--- src/relay_pkg.sv ---
// shared constants and carrier types for the two-hand relay logic
package relay_pkg;

    localparam int unsigned CLK_MHZ         = 250;
    localparam int unsigned CYC_PER_US      = CLK_MHZ;
    localparam int unsigned CYC_PER_MS      = CLK_MHZ * 1000;

    // times in their own units
    localparam int unsigned SUPPLY_LOSS_MS  = 20;
    localparam int unsigned RESTART_OFF_MS  = 1000;
    localparam int unsigned BRIEF_ON_MS     = 50;
    localparam int unsigned BRIEF_OFF_MS    = 250;
    localparam int unsigned DIGIT_ON_MS     = 1000;
    localparam int unsigned DIGIT_OFF_MS    = 1000;
    localparam int unsigned SHORT_ON_MS     = 150;
    localparam int unsigned SHORT_OFF_MS    = 150;
    localparam int unsigned OPEN_PAUSE_MS   = 3000;
    localparam int unsigned DIGIT_GAP_MS    = 3000;
    localparam int unsigned REST_MS         = 4000;
    localparam int unsigned INIT_MS         = 200;
    localparam int unsigned POWER_BLINK_MS  = 250;
    localparam int unsigned ALT_MS          = 500;
    localparam int unsigned TEST_PERIOD_MS  = 10;
    localparam int unsigned TEST_WIDTH_US   = 500;

    // derived cycle counts
    localparam int unsigned SUPPLY_LOSS_CYC = SUPPLY_LOSS_MS * CYC_PER_MS;
    localparam int unsigned RESTART_CYC     = RESTART_OFF_MS * CYC_PER_MS;
    localparam int unsigned BRIEF_ON_CYC    = BRIEF_ON_MS * CYC_PER_MS;
    localparam int unsigned BRIEF_OFF_CYC   = BRIEF_OFF_MS * CYC_PER_MS;
    localparam int unsigned DIGIT_ON_CYC    = DIGIT_ON_MS * CYC_PER_MS;
    localparam int unsigned DIGIT_OFF_CYC   = DIGIT_OFF_MS * CYC_PER_MS;
    localparam int unsigned SHORT_ON_CYC    = SHORT_ON_MS * CYC_PER_MS;
    localparam int unsigned SHORT_OFF_CYC   = SHORT_OFF_MS * CYC_PER_MS;
    localparam int unsigned OPEN_PAUSE_CYC  = OPEN_PAUSE_MS * CYC_PER_MS;
    localparam int unsigned DIGIT_GAP_CYC   = DIGIT_GAP_MS * CYC_PER_MS;
    localparam int unsigned REST_CYC        = REST_MS * CYC_PER_MS;
    localparam int unsigned INIT_CYC        = INIT_MS * CYC_PER_MS;
    localparam int unsigned POWER_BLINK_CYC = POWER_BLINK_MS * CYC_PER_MS;
    localparam int unsigned ALT_CYC         = ALT_MS * CYC_PER_MS;
    localparam int unsigned TEST_PERIOD_CYC = TEST_PERIOD_MS * CYC_PER_MS;
    localparam int unsigned TEST_WIDTH_CYC  = TEST_WIDTH_US * CYC_PER_US;

    localparam int unsigned SHORT_FLASHES   = 3;
    localparam int unsigned MAX_DIGITS      = 4;
    localparam logic [4:0]  ZERO_FLASHES    = 5'h10;
    localparam logic [1:0]  MODE_INVALID    = 2'h3;

    typedef struct packed {
        logic [2:0]       ndig;
        logic [3:0][3:0]  digit;
    } code_t;

    typedef struct packed {
        logic  coded;
        logic  simult;
        logic  button;
        logic  alternate;
    } fault_in_t;

    // supply interruption code 8,2
    localparam code_t SUPPLY_CODE = '{ndig: 3'h2,
                                      digit: {4'h0, 4'h0, 4'h2, 4'h8}};

endpackage

--- src/code_flasher.sv ---
// counted flash sequencer for multi-digit decimal fault codes
`timescale 1ns/1ps
module code_flasher
    import relay_pkg::*;
#(
    parameter int unsigned SHORT_ON   = SHORT_ON_CYC,
    parameter int unsigned SHORT_OFF  = SHORT_OFF_CYC,
    parameter int unsigned OPEN_PAUSE = OPEN_PAUSE_CYC,
    parameter int unsigned DIGIT_ON   = DIGIT_ON_CYC,
    parameter int unsigned DIGIT_OFF  = DIGIT_OFF_CYC,
    parameter int unsigned DIGIT_GAP  = DIGIT_GAP_CYC,
    parameter int unsigned REST       = REST_CYC
) (
    input  wire logic   clk,
    input  wire logic   rst,
    input  wire logic   enable,
    input  wire code_t  code,
    output logic        led
);

    typedef enum logic [9:0] {
        ST_IDLE      = 10'h001,
        ST_OPEN_ON   = 10'h002,
        ST_OPEN_OFF  = 10'h004,
        ST_PAUSE     = 10'h008,
        ST_DIG_ON    = 10'h010,
        ST_DIG_OFF   = 10'h020,
        ST_GAP       = 10'h040,
        ST_CLOSE_ON  = 10'h080,
        ST_CLOSE_OFF = 10'h100,
        ST_REST      = 10'h200
    } fl_state_t;

    // zero is shown as sixteen flashes
    function automatic logic [4:0] flashes_of(input logic [3:0] d);
        return (d == 4'h0) ? ZERO_FLASHES : {1'b0, d};
    endfunction

    fl_state_t    state_q, state_d;
    logic [31:0]  timer_q;
    logic [31:0]  limit;
    logic [4:0]   flash_q;
    logic [1:0]   digit_q;
    logic [1:0]   short_q;
    logic         expire;
    logic [4:0]   target;
    logic         last_flash;
    logic         last_digit;
    logic         last_short;

    assign limit = (state_q == ST_OPEN_ON || state_q == ST_CLOSE_ON)
                 ? SHORT_ON
                 : (state_q == ST_OPEN_OFF || state_q == ST_CLOSE_OFF)
                 ? SHORT_OFF
                 : (state_q == ST_PAUSE)   ? OPEN_PAUSE
                 : (state_q == ST_DIG_ON)  ? DIGIT_ON
                 : (state_q == ST_DIG_OFF) ? DIGIT_OFF
                 : (state_q == ST_GAP)     ? DIGIT_GAP
                 : REST;
    assign expire     = (timer_q == limit - 32'h1);
    assign target     = flashes_of(code.digit[digit_q]);
    assign last_flash = (flash_q == target - 5'h1);
    assign last_digit = ({1'b0, digit_q} == code.ndig - 3'h1)
                      || (digit_q == 2'(MAX_DIGITS - 1));
    assign last_short = (short_q == 2'(SHORT_FLASHES - 1));

    always_comb begin
        state_d = state_q;
        case (state_q)
            ST_IDLE:      state_d = ST_OPEN_ON;
            ST_OPEN_ON:   if (expire) state_d = ST_OPEN_OFF;
            ST_OPEN_OFF:  if (expire) state_d = last_short ? ST_PAUSE
                                                           : ST_OPEN_ON;
            ST_PAUSE:     if (expire) state_d = ST_DIG_ON;
            ST_DIG_ON:    if (expire) state_d = ST_DIG_OFF;
            ST_DIG_OFF: begin
                if (expire) begin
                    if (!last_flash)
                        state_d = ST_DIG_ON;
                    else if (!last_digit)
                        state_d = ST_GAP;
                    else
                        state_d = ST_CLOSE_ON;
                end
            end
            ST_GAP:       if (expire) state_d = ST_DIG_ON;
            ST_CLOSE_ON:  if (expire) state_d = ST_CLOSE_OFF;
            ST_CLOSE_OFF: if (expire) state_d = last_short ? ST_REST
                                                           : ST_CLOSE_ON;
            ST_REST:      if (expire) state_d = ST_OPEN_ON;
            default:      state_d = ST_IDLE;
        endcase
        if (!enable || code.ndig == 3'h0)
            state_d = ST_IDLE;
    end

    always_ff @(posedge clk) begin
        if (rst || !enable) begin
            state_q <= ST_IDLE;
            timer_q <= 32'h0;
            flash_q <= 5'h0;
            digit_q <= 2'h0;
            short_q <= 2'h0;
            led     <= 1'b0;
        end else begin
            state_q <= state_d;
            timer_q <= (state_d != state_q) ? 32'h0 : timer_q + 32'h1;
            if (expire && (state_q == ST_OPEN_OFF
                           || state_q == ST_CLOSE_OFF))
                short_q <= last_short ? 2'h0 : short_q + 2'h1;
            if (state_q == ST_PAUSE)
                digit_q <= 2'h0;
            if (expire && state_q == ST_DIG_OFF) begin
                flash_q <= last_flash ? 5'h0 : flash_q + 5'h1;
                if (last_flash && !last_digit)
                    digit_q <= digit_q + 2'h1;
            end
            led <= (state_d == ST_OPEN_ON) || (state_d == ST_DIG_ON)
                || (state_d == ST_CLOSE_ON);
        end
    end
endmodule

--- src/relay_logic.sv ---
// two-hand relay output logic, supply watchdog and indicator sequencing
`timescale 1ns/1ps
module relay_logic
    import relay_pkg::*;
#(
    parameter int unsigned SUPPLY_LOSS  = SUPPLY_LOSS_CYC,
    parameter int unsigned RESTART_OFF  = RESTART_CYC,
    parameter int unsigned INIT_TIME    = INIT_CYC,
    parameter int unsigned POWER_BLINK  = POWER_BLINK_CYC,
    parameter int unsigned BRIEF_ON     = BRIEF_ON_CYC,
    parameter int unsigned BRIEF_OFF    = BRIEF_OFF_CYC,
    parameter int unsigned ALT_TIME     = ALT_CYC,
    parameter int unsigned TEST_PERIOD  = TEST_PERIOD_CYC,
    parameter int unsigned TEST_WIDTH   = TEST_WIDTH_CYC,
    parameter int unsigned SHORT_ON     = SHORT_ON_CYC,
    parameter int unsigned SHORT_OFF    = SHORT_OFF_CYC,
    parameter int unsigned OPEN_PAUSE   = OPEN_PAUSE_CYC,
    parameter int unsigned DIGIT_ON     = DIGIT_ON_CYC,
    parameter int unsigned DIGIT_OFF    = DIGIT_OFF_CYC,
    parameter int unsigned DIGIT_GAP    = DIGIT_GAP_CYC,
    parameter int unsigned REST         = REST_CYC
) (
    input  wire logic       clk,
    input  wire logic       rst,
    input  wire logic       supply_ok,
    input  wire logic       or_logic_input,
    input  wire logic       and_logic_input,
    input  wire logic       button_one,
    input  wire logic       button_two,
    input  wire logic [1:0] mode_select,
    input  wire fault_in_t  faults,
    input  wire code_t      fault_code,
    output logic            safety_out_one,
    output logic            safety_out_two,
    output logic            power_indicator,
    output logic            channel_one_indicator,
    output logic            channel_two_indicator,
    output logic [1:0]      detected_mode,
    output logic            fault_latched
);

    typedef enum logic [2:0] {
        ST_INIT  = 3'h1,
        ST_READY = 3'h2,
        ST_FAULT = 3'h4
    } top_state_t;

    // free-running wrap counter step
    function automatic logic [31:0] wrap_next(input logic [31:0] cnt,
                                               input logic [31:0] lim);
        return (cnt >= lim - 32'h1) ? 32'h0 : cnt + 32'h1;
    endfunction

    top_state_t   state_q, state_d;
    logic [31:0]  init_cnt_q;
    logic [31:0]  off_cnt_q;
    logic         rearm_q;
    logic         armed_q, armed_d;
    logic         run_q, run_d;
    logic         start_seen_q;
    logic         and_prev_q;
    logic [31:0]  tp_cnt_q;
    logic [31:0]  brief_cnt_q;
    logic [31:0]  alt_cnt_q;
    logic         alt_phase_q;
    logic [31:0]  pwr_cnt_q;
    logic         pwr_phase_q;

    ////////////////////////////////////////////////////////////////////////
    // supply watchdog and top sequencing

    logic  ready;
    logic  both_pressed;
    logic  both_released;
    logic  loss_hit;
    logic  restart;
    logic  any_fault;

    assign ready         = (state_q == ST_READY);
    assign both_pressed  = button_one && button_two;
    assign both_released = !button_one && !button_two;
    assign loss_hit      = !supply_ok
                        && (off_cnt_q >= SUPPLY_LOSS - 32'h1);
    assign restart       = supply_ok && rearm_q;
    assign any_fault     = faults.coded || faults.simult || faults.button
                        || faults.alternate;

    always_comb begin
        state_d = state_q;
        case (state_q)
            ST_INIT:  if (init_cnt_q >= INIT_TIME - 32'h1)
                          state_d = ST_READY;
            ST_READY: if (loss_hit) state_d = ST_FAULT;
            ST_FAULT: if (restart) state_d = ST_INIT;
            default:  state_d = ST_FAULT;
        endcase
        if (state_q != ST_FAULT && loss_hit)
            state_d = ST_FAULT;
    end

    always_ff @(posedge clk) begin
        if (rst) begin
            state_q    <= ST_INIT;
            init_cnt_q <= 32'h0;
            off_cnt_q  <= 32'h0;
            rearm_q    <= 1'b0;
        end else begin
            state_q    <= state_d;
            init_cnt_q <= (state_q == ST_INIT) ? init_cnt_q + 32'h1 : 32'h0;
            off_cnt_q  <= supply_ok ? 32'h0
                        : (off_cnt_q == 32'hffffffff) ? off_cnt_q
                        : off_cnt_q + 32'h1;
            if (state_q != ST_FAULT)
                rearm_q <= 1'b0;
            else if (!supply_ok && off_cnt_q >= RESTART_OFF - 32'h1)
                rearm_q <= 1'b1;
        end
    end

    // operating mode caught at end of init
    always_ff @(posedge clk) begin
        if (rst)
            detected_mode <= MODE_INVALID;
        else if (state_q == ST_INIT && state_d == ST_READY)
            detected_mode <= mode_select;
    end

    ////////////////////////////////////////////////////////////////////////
    // two-hand enable with AND/OR logic inputs

    // run decided first; arming reads this cycle's run decision
    always_comb begin
        run_d = run_q;
        if (!ready || any_fault || !both_pressed || !and_logic_input)
            run_d = 1'b0;
        else if (armed_q)
            run_d = 1'b1;
        armed_d = armed_q;
        if (!and_logic_input)
            armed_d = 1'b0;
        else if (both_released)
            armed_d = 1'b1;
        else if (run_d)
            armed_d = 1'b0;
    end

    logic  logic_hi;
    logic  pulse_one;
    logic  pulse_two;
    logic  half_period;

    assign logic_hi = ready && supply_ok && !faults.coded
                   && (or_logic_input
                       || (and_logic_input && run_q));
    assign half_period = (tp_cnt_q >= TEST_PERIOD / 2);
    assign pulse_one   = (tp_cnt_q < TEST_WIDTH);
    assign pulse_two   = half_period
                      && (tp_cnt_q < TEST_PERIOD / 2 + TEST_WIDTH);

    always_ff @(posedge clk) begin
        if (rst) begin
            armed_q        <= 1'b0;
            run_q          <= 1'b0;
            start_seen_q   <= 1'b0;
            and_prev_q     <= 1'b1;
            tp_cnt_q       <= 32'h0;
            safety_out_one <= 1'b0;
            safety_out_two <= 1'b0;
            fault_latched  <= 1'b0;
        end else begin
            armed_q        <= armed_d;
            run_q          <= run_d;
            start_seen_q   <= ready && (start_seen_q || run_q);
            and_prev_q     <= and_logic_input;
            tp_cnt_q       <= wrap_next(tp_cnt_q, TEST_PERIOD);
            safety_out_one <= logic_hi && !pulse_one;
            safety_out_two <= logic_hi && !pulse_two;
            fault_latched  <= (state_d == ST_FAULT);
        end
    end

    ////////////////////////////////////////////////////////////////////////
    // indicators

    logic   flash_led;
    logic   show_code;
    logic   brief_on;
    logic   power_steady;
    logic   ch_one_d;
    logic   ch_two_d;
    code_t  shown_code;

    assign show_code    = (state_q == ST_FAULT) || faults.coded;
    assign shown_code   = (state_q == ST_FAULT) ? SUPPLY_CODE : fault_code;
    assign brief_on     = (brief_cnt_q < BRIEF_ON);
    assign power_steady = ready && detected_mode != MODE_INVALID
                       && start_seen_q;
    assign ch_one_d = show_code        ? flash_led
                    : faults.button    ? brief_on
                    : faults.simult    ? brief_on
                    : faults.alternate ? alt_phase_q
                    : logic_hi;
    assign ch_two_d = show_code        ? 1'b0
                    : faults.button    ? brief_on
                    : faults.simult    ? 1'b0
                    : faults.alternate ? !alt_phase_q
                    : logic_hi;

    code_flasher #(
        .SHORT_ON   (SHORT_ON),
        .SHORT_OFF  (SHORT_OFF),
        .OPEN_PAUSE (OPEN_PAUSE),
        .DIGIT_ON   (DIGIT_ON),
        .DIGIT_OFF  (DIGIT_OFF),
        .DIGIT_GAP  (DIGIT_GAP),
        .REST       (REST)
    ) u_flasher (
        .clk    (clk),
        .rst    (rst),
        .enable (show_code),
        .code   (shown_code),
        .led    (flash_led)
    );

    always_ff @(posedge clk) begin
        if (rst) begin
            brief_cnt_q           <= 32'h0;
            alt_cnt_q             <= 32'h0;
            alt_phase_q           <= 1'b0;
            pwr_cnt_q             <= 32'h0;
            pwr_phase_q           <= 1'b0;
            power_indicator       <= 1'b0;
            channel_one_indicator <= 1'b0;
            channel_two_indicator <= 1'b0;
        end else begin
            brief_cnt_q <= wrap_next(brief_cnt_q, BRIEF_ON + BRIEF_OFF);
            alt_cnt_q   <= wrap_next(alt_cnt_q, ALT_TIME);
            if (alt_cnt_q >= ALT_TIME - 32'h1)
                alt_phase_q <= !alt_phase_q;
            pwr_cnt_q   <= wrap_next(pwr_cnt_q, POWER_BLINK);
            if (pwr_cnt_q >= POWER_BLINK - 32'h1)
                pwr_phase_q <= !pwr_phase_q;
            power_indicator <= (state_q == ST_FAULT) ? 1'b0
                             : power_steady ? 1'b1
                             : pwr_phase_q;
            channel_one_indicator <= ch_one_d;
            channel_two_indicator <= ch_two_d;
        end
    end
endmodule

--- config.mk ---
export PLATFORM = sky130hd
export DESIGN_NAME = relay_logic
export DESIGN_NICKNAME = d
export VERILOG_FILES = /design/src/relay_pkg.sv /design/src/code_flasher.sv /design/src/relay_logic.sv
export SDC_FILE = /design/constraint.sdc
export NUM_CORES = 1
export LEC_CHECK = 0
export BUFFER_PORTS_ARGS = -buffer_cell sky130_fd_sc_hd__clkbuf_2
export CORE_MARGIN = 8
export CORE_UTILIZATION = 35
export CTS_BUF_LIST = sky130_fd_sc_hd__clkbuf_16
export DETAILED_ROUTE_END_ITERATION = 10
export GPL_TIMING_DRIVEN = 0
export PLACE_DENSITY_LB_ADDON = 0.08
export SLEW_MARGIN = 20
export SYNTH_ARGS = -nofsm -noshare
export SYNTH_HDL_FRONTEND = slang
export SYNTH_SLANG_ARGS = --single-unit
--- constraint.sdc ---
create_clock -name clk -period 4.2 [get_ports clk]
set_input_delay 0.84 -clock clk [delete_from_list [all_inputs] [get_ports clk]]
set_output_delay 0.84 -clock clk [all_outputs]
set_load 0.1 [all_outputs]
Yosys cells after proc, flatten, opt, wreduce, memory -nomap -nowiden --
Index checks and enable logic that the tools add are counted.
Operators by class: equal/unequal tests 27, bitwise logic cells 2, magnitude comparators 12, mux-type cells 46, reductions and logical operators 64, add/subtract/negate cells 13
Operator list (number):
- adder 32 x 1 -> 32 bit, second input constant | 7
- 2-to-1 mux 32 bit | 5
- 2-to-1 mux 10 bit | 11
- case mux 10 bit (9 select lines) | 1
- greater-or-equal comparator 32 x 26 -> 1 bit, second input constant | 2
- greater-or-equal comparator 32 x 27 -> 1 bit, second input constant | 2
- equality test 32 bit | 1
- equality test 32 bit, second input constant | 1
- greater-or-equal comparator 32 x 21 -> 1 bit, second input constant | 1
- greater-or-equal comparator 32 x 22 -> 1 bit, second input constant | 1
- greater-or-equal comparator 32 x 23 -> 1 bit, second input constant | 1
- greater-or-equal comparator 32 x 28 -> 1 bit, second input constant | 1
- < comparator 32 x 17 -> 1 bit, second input constant | 1
- < comparator 32 x 21 -> 1 bit, second input constant | 1
- < comparator 32 x 24 -> 1 bit, second input constant | 1
- subtractor 32 x 1 -> 32 bit, second input constant | 1
- 2-to-1 mux 29 bit | 1
- OR reduction 2 bit | 12
- equality test 10 x 2 -> 1 bit, second input constant | 2
- equality test 10 x 5 -> 1 bit, second input constant | 2
- equality test 10 x 8 -> 1 bit, second input constant | 2
- logical AND 1 bit | 20
- 2-to-1 mux 19 bit | 1
- logical OR 1 bit | 16
- 34 further kinds | 70
Storage, ports and cells: input bits 32, logic and storage cells 190, register bits 261

Logic depth before layout (Yosys ltp) --
depth in word-level cells 15, gate-level depth with buffers 17

Modules after synthesis --
From an unflattened synthesis, not the netlist that was laid out.
Second synthesis, totals: cells, all modules 1523, area total of the unflattened synthesis 12978.7 µm²
By module, submodules not included:
- relay_logic | cells each 1083, times used 1, area an instance 9361.5 µm², sequential area each 4184.0 µm²
- code_flasher | cells each 440, times used 1, area an instance 3617.2 µm², sequential area each 1041.0 µm²

Worst setup path after synthesis --
Ideal clock, no wire load.
kind reg-to-reg, start point register u_flasher.state_q[7], end point register u_flasher.timer_q[11], arrival time 3.590 ns, required time 4.083 ns, slack 0.493 ns, buffers on the path 3, stages on the path, launching flop included 16, cell sequence dfxtp_1 > buf_6 > or4_1 > nor2_2 > a21oi_2 > ha_1 > xnor2_1 > or4b_1 > a31o_1 > nor3_1 > and3b_1 > buf_6 > mux2_4 > o211ai_4 > buf_2 > nor2_1
On the way: longest elaborated chain between the ends 14
RTL lines:
- start, declared | RTL line code_flasher.sv:39 | fl_state_t state_q, state_d;
- start signal, assigned | RTL line code_flasher.sv:106 | state_q <= state_d;
- equality test 10 x 7 -> 1 bit | RTL line code_flasher.sv:58, code_flasher.sv:69
- 2-to-1 mux 29 bit | RTL line code_flasher.sv:58 | : (state_q == ST_GAP) ? DIGIT_GAP
- 2-to-1 mux 32 bit | RTL line code_flasher.sv:57 | : (state_q == ST_DIG_OFF) ? DIGIT_OFF
- 2-to-1 mux 32 bit | RTL line code_flasher.sv:56 | : (state_q == ST_DIG_ON) ? DIGIT_ON
- 2-to-1 mux 32 bit | RTL line code_flasher.sv:55 | : (state_q == ST_PAUSE) ? OPEN_PAUSE
- 2-to-1 mux 32 bit | RTL line code_flasher.sv:54 | ? SHORT_OFF
- 2-to-1 mux 32 bit | RTL line code_flasher.sv:52 | ? SHORT_ON
- subtractor 32 x 1 -> 32 bit | RTL line code_flasher.sv:60 | assign expire = (timer_q == limit - 32'h1);
- equality test 32 bit | RTL line code_flasher.sv:60
- 2-to-1 mux 10 bit, or another cell as far along | RTL line code_flasher.sv:90 | ST_REST: if (expire) state_d = ST_OPEN_ON;
- case mux 10 bit (9 select lines) | RTL line code_flasher.sv:69 | case (state_q)
- 2-to-1 mux 10 bit | RTL line code_flasher.sv:93 | if (!enable || code.ndig == 3'h0)
- inequality test 10 bit (*) | RTL line code_flasher.sv:107 | timer_q <= (state_d != state_q) ? 32'h0 : timer_q + 32'h1;
- OR reduction 2 bit (no source line) (*)
- end signal, assigned | RTL line code_flasher.sv:107
- end, declared | RTL line code_flasher.sv:40 | logic [31:0] timer_q;
Every way passes the cells marked *; elsewhere a longest branch is shown, timed or not. A chain may end at the register's enable or synchronous reset.

Worst setup path after layout --
start point register u_flasher.state_q[8], end point register u_flasher.timer_q[2]
The elaborated chain is that of the path after synthesis.

==> results.tsv <==
stage	metric	value	unit
placement	placed_cells	1974	
run_status	status	complete, no violations	
power	internal_power	4.04	mW
critical_path	endpoint_kind	register	
critical_path	crit_fanout	10	
critical_path	worst_r2r_path_depth	16	
hold_path	hp-class	reg2reg	
clock_network	insertion_delay	0.57	ns
sta	hold_viol_final	0	
yosys	synth_edf_count	0	
power	p_leak	4.94	nW
route	wl_per_cell	14.0	um
sta	period_minus_slack	3.99	ns
clock_network	root_buffer	clkbuf_16	
sta	setup_ws	0.214	ns
yosys	synthTopCellsByCount	dfxtp_1, nor2_1, xor2_1	
floorplanning	initial_core_util	35.3	%
clock_network	tritoncts	done	
power	power_frac_comb	2.6	%
clock_network	cts_buffer_depth	3	
global_route	grt_max_degree	17	
finish	area.sequential	5230	sq um
critical_path	r2r-start	u_flasher.state_q[8]	
floorplanning	num_rows	69	
critical_path	crit_family	simple AND/OR/NAND/NOR gates	
global_route	grt_use_total	13.5	%
critical_path	reg2reg_slack	0.21	ns
hold_path	whs_path_depth	1	
yosys	synth_area	12500	sq um
global_route	gr-total-overflow	0	
sta	rsz0062_at_grt	false	
yosys	yosysTopAreaCellShare	41.8	%
route	drc_errors	0	
yosys	post-synth-top-count-cell	dfxtp_1	
finish	layout-drive-gt1-share	10.7	%
critical_path	r2r_end	u_flasher.timer_q[2]	
run	maxCapViolCount	0	
critical_path	worst-path-buf-inv	4	
yosys	async_flop_share	0	%
finish	antennaDiodeCount	0	
finish	multiInputGateArea	6990	sq um
route	viasPerCell	4.89	
sta	fmax	251	MHz
floorplanning	dieArea	42000	sq um
critical_path	critPathMaxStageDelay	0.57	ns
finish	finalNonFillerCells	2035	
route	drt_iter0_drc	445	
clock_network	cts_inserted_buffers	30	
yosys	synth_warnings	0	
placement	place_congestion	0.843	
power	power.switching	1.17	mW
global_route	grt_first_pass_wirelength	48100	um
finish	final_nets	1597	
finish	final_util	40.8	%
finish	n_fill_cell	3629	
yosys	seq_area_frac_synth	41.8	%
power	power.density	360	nW/um^2
sta	setup_viol	0	
power	sequentialPowerShare	48.2	%
route	wl	28500	um
placement	dp_worst_setup_slack	-0.0666	ns
yosys	ys_ff_latch	261	
clock_network	htree_levels	1	
floorplanning	die_w	205	um
global_route	antenna_found_initial	0	
route	num_vias	9951	
critical_path	crit_path_frequent_cell	buf_2	
critical_path	crit_chain	buf_2 > or4_4 > nor2_4 > a21oi_4 > ha_1 > xnor2_1 > or4b_1 > a31o_1 > nor3_2 > and3b_1 > buf_6 > mux2_4 > o211ai_4 > buf_12 > buf_2 > nor2_1	
sta	tightest_slew	1.12	ns
placement	io_buffer_count	39	
yosys	ys.flop_type	dfxtp_1	
yosys	synth_area_per_cell	8.62	sq um
yosys	synthCells	1449	
sta	maxSlewViolCount	0	
critical_path	crit_type	reg2reg	
power	max-vdd-ir-drop	0.000395	V
global_route	grt_pass1_vias	9678	
floorplanning	core	35400	sq um
floorplanning	pin_count	40	
finish	area_delta_synth_final	15.5	%
yosys	ys_types	90	
critical_path	start_kind	register	
route	final_antenna_net_count	0	
power	swShare	22.4	%
clock_network	clk_pin_slew	0.06	ns
clock_network	clkSinkCount	261	
hold_path	hold_start	init_cnt_q[0]	
hold_path	hold_end	init_cnt_q[0]	
sta	slew_headroom	24.6	%
sta	fin_worst_skew	0.0159	ns
yosys	synth.largest_area_cell	dfxtp_1	
floorplanning	die_y	205	um
critical_path	crit_arrival	4.43	ns
route	dr.pass1.iters	4	
power	pwr-share-clk	49.1	%
critical_path	cp_slowest_cell	or4_4	
placement	dp.final_hpwl	20500	um
yosys	synth.area.top_cells	dfxtp_1, xor2_1, nor2_1	
critical_path	worstPathRequired	4.64	ns
sta	period_share	94.9	%
clock_network	cts_hold_buf	0	
-- power groups by stage --
stage	combinational (mW)	sequential (mW)	clock, mW
final	0.138	2.51	2.56
after global routing	0.156	2.51	2.74
after CTS	0.136	2.51	2.65
after detailed placement	0.135	2.56	0
after global placement	0.134	2.56	0
after floorplan	0.0797	2.57	0
-- timing repair --
action	4_1_cts	5_1_grt
cloned	0	1
gates resized for setup	1	9
pin swaps	1	3
setup endpoints to repair	10	38
setup buffers	1	3
hold endpoints to repair	0	0
-- per-stage QoR --
stage                     hold WS, ns  setup TNS, ns  power, mW  area (sq um)
after CTS                       0.451              0       5.30         14400
after detailed placement        0.443         -0.579       2.70         13400
after floorplan                 0.418              0       2.65         12600
after global placement          0.430         -0.378       2.70         13400
final                           0.450              0       5.20         14400
after global routing            0.472              0       5.41         14400
-- kinds of logic (layout without fill, tap and decap cells) --
| logic type | Yosys count | after routing | synth area share, % |
|---|---|---|---|
| and+or+nand+nor | 718 | 718 | 29.6 |
| DFF | 261 | 261 | 41.8 |
| xor gates and xnor gates | 183 | 183 | 12.8 |
| AOI/OAI and AO/OA | 165 | 165 | 9.25 |
| buffers and inverters | 88 | 188 | 3.27 |
| muxes | 18 | 18 | 1.73 |
| adders and majority gates | 15 | 15 | 1.50 |
| other | 1 | 26 | 0.0300 |
-- layer usage --
metal,part of all wire (%),routed length [um],GRT usage (%),vias up
met1,50,14300,18.5,4578
met4,2.9,818,4.06,0
li1,-,-,-,5218
met3,3.0,869,2.12,45
met2,44,12500,21.6,110
met5,0,0,0,-
-- layout by cell type, fill, tap and decap left out, types with 5 or more instances in the layout --
cell type and instances:
or2_2 6, xor2_1 112, clkinv_1 6, conb_1 26
and2_1 11, a211o_1 5, nor2b_1 9, mux2i_1 10
nand4_1 41, o31ai_1 5, nor3b_1 5, clkbuf_16 30
xnor2_1 71, o21ai_0 35, nor4_1 17, nor3_2 20
and3_1 32, a31oi_1 11, a211oi_1 8, nor2_1 255
nor3_1 37, clkbuf_2 40, o211ai_1 7, clkinv_2 8
inv_1 36, nand2_1 111, o21a_1 7, and4_1 15
nand2b_1 10, a21oi_1 36, nand3_1 87, ha_1 15
dfxtp_1 261, buf_4 7, clkbuf_1 33, mux2_2 5
or3_1 18, buf_2 8, buf_6 6
-- worst max-delay path by stage --
stage	endpoint	from	cells after the start	slack (ns)
floorplan	u_flasher.timer_q[11]	u_flasher.state_q[7]	15	0.49
global placement	u_flasher.timer_q[2]	u_flasher.state_q[6]	15	-0.04
detailed placement	u_flasher.timer_q[16]	u_flasher.state_q[6]	15	-0.07
CTS	u_flasher.timer_q[16]	u_flasher.state_q[7]	15	0.06
global route	u_flasher.timer_q[5]	state_q[2]	14	0.004
finish	u_flasher.timer_q[2]	u_flasher.state_q[8]	16	0.21
-- registers in the layout (all words and copies together), names as in the netlist, 2 cells and up --
register           count
u_flasher.timer_q     32
state_q                3
pwr_cnt_q             32
u_flasher.flash_q      5
u_flasher.state_q     10
brief_cnt_q           32
init_cnt_q            32
detected_mode          2
off_cnt_q             32
alt_cnt_q             32
u_flasher.short_q      2
u_flasher.digit_q      2
tp_cnt_q              32
-- layout make-up --
cell class	instances	area share (%)
plain buffers	56	2.10
multi-input cells	1125	48.4
well taps	461	4.00
clock buffers	30	5.20
flip-flops and latches	261	36.2
clock inverters	26	1.59
inverters	32	0.832
repair buffers	44	1.68
-- worst register-to-register path, stage by stage (launching register included) --
cell and delay, ns:
dfxtp_1 0.29, buf_2 0.18, or4_4 0.57, nor2_4 0.16, a21oi_4 0.11, ha_1 0.23
xnor2_1 0.16, or4b_1 0.48, a31o_1 0.25, nor3_2 0.17, and3b_1 0.20, buf_6 0.16
mux2_4 0.32, o211ai_4 0.20, buf_12 0.15, buf_2 0.19, nor2_1 0.07
Note: power is estimated with default switching activity, not from simulation.
